$ cat src/pkg/tos_pkg.sv
// Package of constants and types for the thermal overload supervisor
package tos_pkg;
    // ****************
    // Heating value format: unsigned fixed point, 100 % equals 1024
    // ****************
    localparam int HEAT_W               = 12;
    localparam logic [11:0] HEAT_FULL   = 12'h400;
    localparam logic [11:0] HEAT_HALF   = 12'h200;
    localparam logic [11:0] HEAT_SELF   = 12'h71F;  // 178 % of 1024, rounded up
    localparam logic [11:0] HEAT_MAX    = 12'hFFF;
    // Cold trip multiple 7.2 expressed in tenths
    localparam int TRIP_MULT_X10        = 72;

    // ****************
    // Timing
    // ****************
    localparam int CLK_HZ               = 20000000;
    localparam int SEC_CYCLES           = CLK_HZ;
    localparam int REC_MIN_S            = 60;
    localparam int REC_MAX_S            = 1800;
    localparam int REC_STEP_S           = 30;
    localparam logic [10:0] REC_DEF_S   = 11'h05A;
    localparam logic [8:0] RT_MAX_S     = 9'h1F4;
    localparam logic [4:0] PCT_MAX_STEPS = 5'h13;   // 19 steps of 5 % = 95 %

    // ****************
    // Register bus
    // ****************
    localparam logic [3:0] REG_CTRL     = 4'h0;
    localparam logic [3:0] REG_RECOV    = 4'h1;
    localparam logic [3:0] REG_WARN     = 4'h2;
    localparam logic [3:0] REG_IDLE     = 4'h3;
    localparam logic [3:0] REG_STATUS   = 4'h4;
    localparam logic [3:0] REG_HEAT     = 4'h5;
    localparam logic [3:0] REG_IRQ_ST   = 4'h6;
    localparam logic [3:0] REG_IRQ_MASK = 4'h7;
    localparam logic [3:0] REG_RESET_TH = 4'h8;
    // CTRL fields
    localparam int CTRL_RESP_LSB        = 0;   // 2 bits
    localparam int CTRL_CLASS_LSB       = 2;   // 3 bits
    localparam int CTRL_VFP_BIT         = 5;
    localparam int CTRL_TRESET_BIT      = 6;   // write one: trip reset
    localparam logic [6:0] CTRL_RESET   = 7'h04;   // latched trip, class 10
    localparam logic [11:0] RESET_TH_DEF = 12'h300; // 75 %
    // Status / event bit positions
    localparam int ST_OFF               = 0;
    localparam int ST_OVL               = 1;
    localparam int ST_TRIP              = 2;
    localparam int ST_IDLE              = 3;
    localparam int ST_COOL              = 4;
    localparam int ST_PW_HEAT           = 5;
    localparam int ST_PW_TIME           = 6;
    localparam int ST_REJECT            = 7;
    localparam int NUM_EV               = 8;

    typedef enum logic [1:0] {
        TOS_RESP_LATCH = 2'h0,
        TOS_RESP_AUTO  = 2'h1,
        TOS_RESP_WARN  = 2'h2
    } tos_resp_type;

    typedef enum logic [2:0] {
        TOS_CLASS_5   = 3'h0,
        TOS_CLASS_10  = 3'h1,
        TOS_CLASS_15  = 3'h2,
        TOS_CLASS_20  = 3'h3,
        TOS_CLASS_OFF = 3'h4
    } tos_class_type;

    typedef enum logic [1:0] {
        TOS_RUN  = 2'h0,
        TOS_TRIP = 2'h1,
        TOS_COOL = 2'h3
    } tos_state_type;
endpackage
$ cat src/design/tos_sec_tick.sv
// Once-per-second enable pulse generator
`timescale 1ns/1ps
module tos_sec_tick #(
    parameter int CYCLES = tos_pkg::SEC_CYCLES
) (
    input  wire logic clk_in,
    input  wire logic rstn_in,
    output logic      tick_out
);
    logic [31:0] cnt_ff;
    logic [31:0] nxt_cnt;
    logic        tick_ff;
    logic        nxt_tick;

    always_comb begin
        nxt_tick = 1'b0;
        nxt_cnt  = cnt_ff + 32'h1;
        if (cnt_ff >= 32'(CYCLES - 1)) begin
            nxt_cnt  = 32'h0;
            nxt_tick = 1'b1;
        end
    end

    always_ff @(posedge clk_in or negedge rstn_in) begin
        if (!rstn_in) begin
            cnt_ff  <= 32'h0;
            tick_ff <= 1'b0;
        end else begin
            cnt_ff  <= nxt_cnt;
            tick_ff <= nxt_tick;
        end
    end

    assign tick_out = tick_ff;
endmodule

$ cat src/design/tos_supervisor.sv
// Thermal overload supervisor: heating model, trip logic, timers, registers
`timescale 1ns/1ps
// Notes on behaviour
// [RULE1] Heating from phase currents, rated current, class
// [RULE2] Responses: latched trip, auto restart, warn only
// [RULE3] Latched trip needs cool-down then reset command
// [RULE4] Auto restart after recovery if start held
// [RULE5] Above 178 percent always trip
// [RULE6] Class sets cold trip time at 7.2x
// [RULE7] Classes 5, 10, 15, 20, off; default 10
// [RULE8] Class off refused without winding sensor
// [RULE9] Direct startup refuses classes 15 and 20
// [RULE10] Trip reset ignored while recovery runs
// [RULE11] Recovery 60 to 1800 s, 30 s steps
// [RULE12] Supply loss during recovery extends it
// [RULE13] Heating prewarning above 0..95 percent limit
// [RULE14] Remaining-time prewarning below 0..500 s limit
// [RULE15] Idle timer after operational switch-off
// [RULE16] Idle expiry: above half to half, else zero
// [RULE17] Status flags for model, trip, timers, warnings
// [RULE18] Heating fixed point, 100 percent is trip
// [RULE19] All second timers from one tick
module tos_supervisor #(
    parameter int SEC_CYCLES = tos_pkg::SEC_CYCLES,
    parameter int CUR_W      = 12
) (
    input  wire logic             clk_in,
    input  wire logic             rstn_in,
    input  wire logic [CUR_W-1:0] cur_l1_in,
    input  wire logic [CUR_W-1:0] cur_l2_in,
    input  wire logic [CUR_W-1:0] cur_l3_in,
    input  wire logic [CUR_W-1:0] rated_cur_in,
    input  wire logic             start_cmd_in,
    input  wire logic             sensor_active_in,
    input  wire logic             direct_start_in,
    input  wire logic             supply_ok_in,
    input  wire logic [3:0]       addr_in,
    input  wire logic [15:0]      wdata_in,
    input  wire logic             wr_in,
    input  wire logic             rd_in,
    output logic      [15:0]      rdata_out,
    output logic                  motor_on_out,
    output logic                  trip_out,
    output logic                  irq_out
);
    // ****************
    // Pin synchronisers
    // ****************
    logic [2:0] sync1_ff;
    logic [2:0] sync2_ff;
    always_ff @(posedge clk_in or negedge rstn_in) begin
        if (!rstn_in) begin
            sync1_ff <= 3'h0;
            sync2_ff <= 3'h0;
        end else begin
            sync1_ff <= {supply_ok_in, start_cmd_in, sensor_active_in};
            sync2_ff <= sync1_ff;
        end
    end
    logic sensor_on;
    logic start_cmd;
    logic supply_ok;
    assign sensor_on = sync2_ff[0];
    assign start_cmd = sync2_ff[1];
    assign supply_ok = sync2_ff[2];

    logic sec_tick;
    tos_sec_tick #(.CYCLES(SEC_CYCLES)) u_tick (
        .clk_in   (clk_in),
        .rstn_in  (rstn_in),
        .tick_out (sec_tick)
    );

    // ****************
    // Configuration registers
    // ****************
    localparam int NUM_EV_W = tos_pkg::NUM_EV;
    logic [6:0]  ctrl_ff;
    logic [6:0]  nxt_ctrl;
    logic [10:0] recov_s_ff;
    logic [10:0] nxt_recov_s;
    logic [4:0]  pw_pct_ff;
    logic [4:0]  nxt_pw_pct;
    logic [8:0]  pw_time_ff;
    logic [8:0]  nxt_pw_time;
    logic [7:0]  idle_s_ff;
    logic [7:0]  nxt_idle_s;
    logic [11:0] reset_th_ff;
    logic [11:0] nxt_reset_th;
    logic [NUM_EV_W-1:0] irq_st_ff;
    logic [NUM_EV_W-1:0] nxt_irq_st;
    logic [NUM_EV_W-1:0] irq_mask_ff;
    logic [NUM_EV_W-1:0] nxt_irq_mask;
    logic [15:0] rdata_ff;
    logic [15:0] nxt_rdata;
    logic        treset_req;
    logic        reject_ev;
    logic [NUM_EV_W-1:0] status;
    logic [NUM_EV_W-1:0] status_q_ff;
    logic [11:0] heat_ff;

    function automatic logic class_ok(input logic [2:0] c, input logic sens,
                                      input logic direct);
        class_ok = (c <= 3'(tos_pkg::TOS_CLASS_OFF));
        if (c == 3'(tos_pkg::TOS_CLASS_OFF) && !sens)
            class_ok = 1'b0;                                      // [RULE8]
        if (direct && (c == 3'(tos_pkg::TOS_CLASS_15) || c == 3'(tos_pkg::TOS_CLASS_20)))
            class_ok = 1'b0;                                      // [RULE9]
    endfunction

    always_comb begin
        nxt_ctrl     = ctrl_ff;
        nxt_recov_s  = recov_s_ff;
        nxt_pw_pct   = pw_pct_ff;
        nxt_pw_time  = pw_time_ff;
        nxt_idle_s   = idle_s_ff;
        nxt_reset_th = reset_th_ff;
        nxt_irq_mask = irq_mask_ff;
        treset_req   = 1'b0;
        reject_ev    = 1'b0;
        nxt_rdata    = 16'h0;
        // Events set, write-one clears; the set wins in the same cycle
        nxt_irq_st = irq_st_ff;
        if (wr_in && addr_in == tos_pkg::REG_IRQ_ST)
            nxt_irq_st = irq_st_ff & ~wdata_in[NUM_EV_W-1:0];
        if (wr_in) begin
            unique case (addr_in)
                tos_pkg::REG_CTRL: begin
                    treset_req = wdata_in[tos_pkg::CTRL_TRESET_BIT];
                    if (wdata_in[1:0] <= 2'(tos_pkg::TOS_RESP_WARN))
                        nxt_ctrl[1:0] = wdata_in[1:0];                    // [RULE2]
                    else
                        reject_ev = 1'b1;
                    if (class_ok(wdata_in[4:2], sensor_on, direct_start_in))
                        nxt_ctrl[4:2] = wdata_in[4:2];                    // [RULE7]
                    else
                        reject_ev = 1'b1;
                    nxt_ctrl[tos_pkg::CTRL_VFP_BIT] = wdata_in[tos_pkg::CTRL_VFP_BIT];
                end
                tos_pkg::REG_RECOV: begin
                    if (wdata_in >= 16'(tos_pkg::REC_MIN_S) && wdata_in <= 16'(tos_pkg::REC_MAX_S)
                        && (wdata_in % 16'(tos_pkg::REC_STEP_S)) == 16'h0)
                        nxt_recov_s = wdata_in[10:0];                     // [RULE11]
                    else
                        reject_ev = 1'b1;
                end
                tos_pkg::REG_WARN: begin
                    // Heating limit in 5 % steps (low bits), time in s (high)
                    if (wdata_in[4:0] <= tos_pkg::PCT_MAX_STEPS)
                        nxt_pw_pct = wdata_in[4:0];                       // [RULE13]
                    else
                        reject_ev = 1'b1;
                    if ({2'h0, wdata_in[13:5]} <= 11'(tos_pkg::RT_MAX_S))
                        nxt_pw_time = wdata_in[13:5];                     // [RULE14]
                end
                tos_pkg::REG_IDLE:     nxt_idle_s   = wdata_in[7:0];        // [RULE15]
                tos_pkg::REG_IRQ_MASK: nxt_irq_mask = wdata_in[NUM_EV_W-1:0];
                tos_pkg::REG_RESET_TH: nxt_reset_th = wdata_in[11:0];       // [RULE18]
                default: ;
            endcase
        end
        nxt_irq_st = nxt_irq_st | (status & ~status_q_ff);
        if (reject_ev)
            nxt_irq_st[tos_pkg::ST_REJECT] = 1'b1;
        if (rd_in) begin
            unique case (addr_in)
                tos_pkg::REG_CTRL:     nxt_rdata = {10'h0, ctrl_ff[5:0]};
                tos_pkg::REG_RECOV:    nxt_rdata = {5'h0, recov_s_ff};
                tos_pkg::REG_WARN:     nxt_rdata = {2'h0, pw_time_ff, pw_pct_ff};
                tos_pkg::REG_IDLE:     nxt_rdata = {8'h0, idle_s_ff};
                tos_pkg::REG_STATUS:   nxt_rdata = {8'h0, status};         // [RULE17]
                tos_pkg::REG_HEAT:     nxt_rdata = {4'h0, heat_ff};
                tos_pkg::REG_IRQ_ST:   nxt_rdata = {8'h0, irq_st_ff};
                tos_pkg::REG_IRQ_MASK: nxt_rdata = {8'h0, irq_mask_ff};
                tos_pkg::REG_RESET_TH: nxt_rdata = {4'h0, reset_th_ff};
                default:               nxt_rdata = 16'h0;
            endcase
        end
    end

    always_ff @(posedge clk_in or negedge rstn_in) begin
        if (!rstn_in) begin
            ctrl_ff     <= tos_pkg::CTRL_RESET;
            recov_s_ff  <= tos_pkg::REC_DEF_S;
            pw_pct_ff   <= 5'h00;
            pw_time_ff  <= 9'h000;
            idle_s_ff   <= 8'h00;
            reset_th_ff <= tos_pkg::RESET_TH_DEF;
            irq_st_ff   <= '0;
            irq_mask_ff <= '0;
            rdata_ff    <= 16'h0;
            status_q_ff <= '0;
        end else begin
            ctrl_ff     <= nxt_ctrl;
            recov_s_ff  <= nxt_recov_s;
            pw_pct_ff   <= nxt_pw_pct;
            pw_time_ff  <= nxt_pw_time;
            idle_s_ff   <= nxt_idle_s;
            reset_th_ff <= nxt_reset_th;
            irq_st_ff   <= nxt_irq_st;
            irq_mask_ff <= nxt_irq_mask;
            rdata_ff    <= nxt_rdata;
            status_q_ff <= status;
        end
    end

    // ****************
    // Thermal model
    // ****************
    // Heating rises by (I/Ie)^2 and falls by 1/64 of its value each
    // second. The rise gain per class makes a cold motor at 7.2 x Ie reach
    // 100 % in roughly the class time; this is a coarse model only.
    logic [2:0]  cls;
    logic        model_off;
    logic [CUR_W-1:0] imax;
    logic [15:0] ratio;     // I/Ie in 1/64 units
    logic [63:0] rise;
    logic [11:0] nxt_heat;
    logic [5:0]  class_s;
    assign cls       = ctrl_ff[4:2];
    assign model_off = (cls == 3'(tos_pkg::TOS_CLASS_OFF));

    always_comb begin
        imax = cur_l1_in;
        if (cur_l2_in > imax) imax = cur_l2_in;
        if (cur_l3_in > imax) imax = cur_l3_in;
        unique case (cls)                                             // [RULE6]
            3'(tos_pkg::TOS_CLASS_5):  class_s = 6'h05;
            3'(tos_pkg::TOS_CLASS_15): class_s = 6'h0F;
            3'(tos_pkg::TOS_CLASS_20): class_s = 6'h14;
            default:                   class_s = 6'h0A;
        endcase
        ratio = (rated_cur_in == '0) ? 16'h0 :
                16'((32'(imax) << 6) / 32'(rated_cur_in));              // [RULE1]
        // At ratio 7.2 (461/64) rise = 1024/class_s per second
        rise = (64'(ratio) * 64'(ratio) * 64'(tos_pkg::HEAT_FULL) * 64'h64)
               / (64'(class_s) * 64'(tos_pkg::TRIP_MULT_X10) * 64'(tos_pkg::TRIP_MULT_X10)
                  * 64'h1000);
    end

    // ****************
    // Trip control
    // ****************
    tos_pkg::tos_state_type state_ff;
    tos_pkg::tos_state_type nxt_state;
    logic [10:0] rec_cnt_ff;
    logic [10:0] nxt_rec_cnt;
    logic [7:0]  idle_cnt_ff;
    logic [7:0]  nxt_idle_cnt;
    logic        motor_ff;
    logic        nxt_motor;
    logic        over;
    logic        self_trip;
    logic        cooling;
    logic        idle_run;
    logic        pw_heat;
    logic        pw_time;
    logic [11:0] rem;
    logic [11:0] heat_plus;

    assign over      = !model_off && heat_ff >= tos_pkg::HEAT_FULL;
    assign self_trip = heat_ff > tos_pkg::HEAT_SELF;                  // [RULE5]
    assign cooling   = (rec_cnt_ff != 11'h0);
    assign idle_run  = (idle_cnt_ff != 8'h0);

    always_comb begin
        // Decay term: heating leaves about 1/64 per second when idle
        heat_plus = (rise > 64'(tos_pkg::HEAT_MAX)) ? tos_pkg::HEAT_MAX : rise[11:0];
        nxt_heat  = heat_ff;
        if (model_off)
            nxt_heat = 12'h0;
        else if (sec_tick) begin                                      // [RULE19]
            nxt_heat = heat_ff - (heat_ff >> 6);
            nxt_heat = (nxt_heat > tos_pkg::HEAT_MAX - heat_plus) ? tos_pkg::HEAT_MAX :
                       nxt_heat + heat_plus;
        end
        nxt_state    = state_ff;
        nxt_rec_cnt  = rec_cnt_ff;
        nxt_idle_cnt = idle_cnt_ff;
        nxt_motor    = motor_ff;
        // Supply loss stalls the countdown, prolonging recovery
        if (sec_tick && cooling && !(ctrl_ff[tos_pkg::CTRL_VFP_BIT] && !supply_ok))
            nxt_rec_cnt = rec_cnt_ff - 11'h1;                         // [RULE12]
        unique case (state_ff)
            tos_pkg::TOS_RUN: begin
                nxt_motor = start_cmd;
                if (self_trip || (over && ctrl_ff[1:0] != 2'(tos_pkg::TOS_RESP_WARN))) begin
                    nxt_state   = tos_pkg::TOS_TRIP;                  // [RULE2] [RULE5]
                    nxt_motor   = 1'b0;
                    nxt_rec_cnt = recov_s_ff;
                    nxt_idle_cnt = 8'h0;
                end else if (motor_ff && !start_cmd) begin
                    nxt_idle_cnt = idle_s_ff;                         // [RULE15]
                end else if (start_cmd) begin
                    nxt_idle_cnt = 8'h0;
                end else if (sec_tick && idle_run) begin
                    nxt_idle_cnt = idle_cnt_ff - 8'h1;
                    if (idle_cnt_ff == 8'h1)
                        nxt_heat = (heat_ff > tos_pkg::HEAT_HALF) ?
                                   tos_pkg::HEAT_HALF : 12'h0;        // [RULE16]
                end
            end
            tos_pkg::TOS_TRIP: begin
                nxt_motor = 1'b0;
                if (!cooling && !self_trip) begin
                    if (ctrl_ff[1:0] == 2'(tos_pkg::TOS_RESP_AUTO)) begin
                        if (start_cmd)
                            nxt_state = tos_pkg::TOS_RUN;             // [RULE4]
                    end else if (heat_ff < reset_th_ff && treset_req)
                        nxt_state = tos_pkg::TOS_RUN;                 // [RULE3] [RULE10]
                end
            end
            default: begin
                nxt_state = tos_pkg::TOS_TRIP;
                nxt_motor = 1'b0;
            end
        endcase
        // Remaining time to trip: (100 % - heat) / rise seconds
        if (heat_plus == 12'h0 || heat_ff >= tos_pkg::HEAT_FULL)
            rem = (heat_ff >= tos_pkg::HEAT_FULL) ? 12'h0 : tos_pkg::HEAT_MAX;
        else
            rem = (tos_pkg::HEAT_FULL - heat_ff) / heat_plus;
        pw_time = (pw_time_ff != 9'h0) && !model_off && motor_ff
                  && rem < {3'h0, pw_time_ff};                        // [RULE14]
        pw_heat = (pw_pct_ff != 5'h0) && !model_off &&
                  32'(heat_ff) * 32'h64 > 32'(pw_pct_ff) * 32'h5 * 32'(tos_pkg::HEAT_FULL);
    end

    always_ff @(posedge clk_in or negedge rstn_in) begin
        if (!rstn_in) begin
            heat_ff     <= 12'h0;
            state_ff    <= tos_pkg::TOS_RUN;
            rec_cnt_ff  <= 11'h0;
            idle_cnt_ff <= 8'h0;
            motor_ff    <= 1'b0;
        end else begin
            heat_ff     <= nxt_heat;
            state_ff    <= nxt_state;
            rec_cnt_ff  <= nxt_rec_cnt;
            idle_cnt_ff <= nxt_idle_cnt;
            motor_ff    <= nxt_motor;
        end
    end

    always_comb begin
        status = '0;
        status[tos_pkg::ST_OFF]     = model_off;                      // [RULE17]
        status[tos_pkg::ST_OVL]     = over;
        status[tos_pkg::ST_TRIP]    = (state_ff == tos_pkg::TOS_TRIP);
        status[tos_pkg::ST_IDLE]    = idle_run;
        status[tos_pkg::ST_COOL]    = cooling;
        status[tos_pkg::ST_PW_HEAT] = pw_heat;                        // [RULE13]
        status[tos_pkg::ST_PW_TIME] = pw_time;
        status[tos_pkg::ST_REJECT]  = 1'b0;
    end

    assign rdata_out    = rdata_ff;
    assign motor_on_out = motor_ff;
    assign trip_out     = (state_ff == tos_pkg::TOS_TRIP);
    assign irq_out      = |(irq_st_ff & irq_mask_ff);
endmodule

$ cat config.mk
export PLATFORM = sky130hd
export DESIGN_NAME = tos_supervisor
export DESIGN_NICKNAME = d
export VERILOG_FILES = /design/src/pkg/tos_pkg.sv /design/src/design/tos_sec_tick.sv /design/src/design/tos_supervisor.sv
export SDC_FILE = /design/constraint.sdc
export NUM_CORES = 2
export LEC_CHECK = 0
export ABC_CLOCK_PERIOD_IN_PS = 467600
export BUFFER_PORTS_ARGS = -buffer_cell sky130_fd_sc_hd__buf_2
export CAP_MARGIN = 15
export CORE_UTILIZATION = 35
export CTS_CLUSTER_DIAMETER = 80
export DETAILED_ROUTE_END_ITERATION = 10
export SLEW_MARGIN = 20
export SYNTH_ARGS = -nofsm -noshare
export SYNTH_HDL_FRONTEND = slang
export SYNTH_HIERARCHICAL = 1
export SYNTH_SLANG_ARGS = --single-unit
$ cat constraint.sdc
create_clock -name clk_in -period 467.6 [get_ports clk_in]
set_input_delay 70.14 -clock clk_in [delete_from_list [all_inputs] [get_ports clk_in]]
set_output_delay 70.14 -clock clk_in [all_outputs]
set_load 0.05 [all_outputs]
==> flow_metrics.tcl <==
set metrics [dict create \
    period_minus_slack_ps 362590 \
    grt_max_degree 93 \
    crit_required_ps 467900 \
    r2r_setup_slack_ps 274490 \
    finClkSkew_ps 15.2 \
    hold_path_startpoint "sync1_ff[0]" \
    dieArea_um2 269000 \
    clockBufferDepth 2 \
    grt_pass1_wl_um 459000 \
    antenna_found_initial 6 \
    io_buffers 92 \
    vias 91000 \
    synth_seq_cells 160 \
    hold_path_class "reg -> reg" \
    min_delay_path_depth 0 \
    antenna_cells 0 \
    io-pin-count 95 \
    rsz0062_at_grt "no" \
    grt_pass1_vias 84300 \
    synth_cells 12300 \
    root_buffer "clkbuf_16" \
    grt_overflow 0 \
    outcome "complete, no violations" \
    cts-resized-gates 0 \
    ys_types 231 \
    slowest_delay_ps 760 \
    die-height_um 519 \
    row_count 189 \
    min_period_over_period_pct 77.5 \
    worstMarginPinSlew_ps 1170 \
    grt_usage_pct 20.3 \
    post_cts_buffers 0 \
    crit_path_start_kind "input port" \
    rr_endpoint "rdata_out[6]" \
    drt_iter0_drc 6553 \
    gp_congestion 0.957 \
    finish.utilization_pct 36.7 \
    drv_cap 0 \
    hpwl_um 233000 \
    nets 13700 \
    cts.clk_slew.worst_paths_ps 70 \
    cts_sinks 160 \
    drt-pass1-iter-count 8 \
    routedWlPerCell_um 18.1 \
    dp.cells 15800 \
    die_w_um 519 \
    wl_um 286000 \
    layout-drive-gt1-share_pct 14.4 \
    synth_top_area_share_pct 16.2 \
    core_um2 266000 \
    synth_edf_count 0 \
    slowest_stage "nand3_2" \
    hold_buffers 0 \
    max_freq_mhz 2.76 \
    r2r_start "ctrl_ff[2]" \
    worstSetupEndpointType "flop" \
    layoutNonFillerInstCount 15800 \
    synthArstFlopShare_pct 100 \
    slew_headroom_pct 21.7 \
    hold_viol_final 0 \
    holdPathEnd "sync2_ff[0]" \
    area_growth_pct 4.29 \
    critPathArrivalTime_ps 362890 \
    synth_top_cell_by_area "ha_1" \
    crit_fanout 46 \
    cp_common_cell "o21a_1" \
    slew_violations 0 \
    worstSetupPathType "in -> reg" \
    avgViaCountPerCell 5.76 \
    htreeDepth 4 \
    clock_latency_ps 440 \
    finalSetupViolCount 0 \
    fin_setup_tns_ps 0 \
    syn_area_per_cell_um2 7.61 \
    yosysSeqAreaShare_pct 4.29 \
    drtAntennaViolNets 0 \
    cts_buffers 17 \
    synth_area_um2 93500 \
    rr_worst_depth 961 \
    ys.flop_type "dfrtp_1" \
    start_util_pct 35.2 \
    synthTopCellsByArea "ha_1 16%, nor2_1 4.9%, a21oi_1 4.9%, xnor2_1 4.3%, fa_1 4.3%" \
    drc 0 \
    tritoncts "yes" \
    yosysWarnings 6 \
]
==> layout by cell type (no fill, tap or decap), drive strengths merged, types with 116 or more instances in the layout <==
cell      n
fa      202
buf     206
nand4   207
a31oi   136
mux2i   138
ha     1214
a21oi   972
nand2   902
nor2   1269
mux2    224
nor2b   116
nand3   324
and2    118
o31ai   214
o21a    512
xor2    362
nor4    136
or2     165
nor3    633
or3     136
inv     863
and3    119
xnor2   487
dfrtp   153
a21o    211
o21ai   548
==> state kept, by name, indices dropped and copies added (netlist names), 9 cells and up <==
name and count:
reset_th_ff 12, pw_time_ff 9, rec_cnt_ff 11, rdata_out 14
heat_ff 12, u_tick/cnt_ff 32, recov_s_ff 11
==> final cells by class <==
| class | count | area [µm²] |
|---|---|---|
| Clock buffer | 17 | 425 |
| Clock inverter | 15 | 185 |
| Fill cell | 28200 | 168000 |
| Inverter | 860 | 3240 |
| Multi-Input combinational cell | 11000 | 83900 |
| Sequential cell | 160 | 4010 |
| Tap cell | 3533 | 4420 |
| Timing Repair Buffer | 206 | 1320 |
==> metal layers <==
layer	up-vias	GRT usage [%]	routed length (µm)
met2	2367	33.7	129000
met3	324	1.30	13700
li1	45500	-	-
met1	42900	28.7	138000
met4	2	4.20	6270
met5	-	0	13
==> per-stage QoR <==
stage          hold slack (ps)  setup WS (ps)  cell area, µm²
2_1_floorplan              331         132280           93900
3_3_place_gp               333         111830           96900
4_1_cts                    356         107450           97600
3_5_place_dp               341         108150           96900
6_report                   355         105010           97600
5_1_grt                    357          78050           97600
==> critical path: cells and delay by family <==
family	cells	cell delay [ps]
AO/OA/AOI/OAI	513	108100
XOR/XNOR	3	1030
adder cells (fa/ha/maj)	69	22160
buffers and inverters	58	8910
multiplexers	15	5150
AND/OR/NAND/NOR	217	47260
==> synthesized netlist by cell type (50+ instances only) <==
master / count
ha_1: 1214
or2_2: 127
xor2_1: 348
o31ai_1: 201
o21ai_1: 67
mux2_2: 182
fa_1: 202
a211oi_1: 71
a31oi_1: 124
clkbuf_1: 144
nand2_1: 868
nor3_1: 580
and3_2: 56
mux2i_1: 130
nor2_1: 1225
o21a_1: 486
and2_2: 60
nand3_1: 291
dfrtp_1: 153
xnor2_1: 464
or3_1: 82
o21bai_1: 85
a21o_1: 148
a21o_2: 60
a21oi_1: 917
nor4_1: 96
nor2b_1: 115
o21ai_0: 446
a21oi_2: 50
nand4_1: 180
and3_1: 56
inv_1: 854
o211ai_1: 76
buf_6: 96
nand2b_1: 97
==> how the worst max path moves through the flow <==
stage	from	to	cells past startpoint
finish	cur_l1_in[5]	rdata_out[6]	875
global route	cur_l1_in[5]	rdata_out[6]	874
CTS	cur_l1_in[5]	rdata_out[6]	875
detailed placement	cur_l1_in[5]	rdata_out[6]	894
global placement	cur_l1_in[5]	rdata_out[6]	1175
floorplan	cur_l1_in[1]	rdata_out[6]	1178
==> logic make-up (layout without fill, tap and decap cells) <==
family	Yosys count	count (layout)	synth area share (%)
buffers and inverters	1223	1098	6.56
xor gates and xnor gates	851	851	8.35
AOI/OAI and AO/OA	3656	3656	28.7
and+or+nand+nor	4604	4604	27.0
muxes	363	363	4.34
adders and majority gates	1427	1427	20.7
DFF	160	160	4.29
other	3	109	0.0120
Power is left out: the tool's default activity adds up to more than one toggle a clock period on the data nets, which glitch-free logic cannot reach.
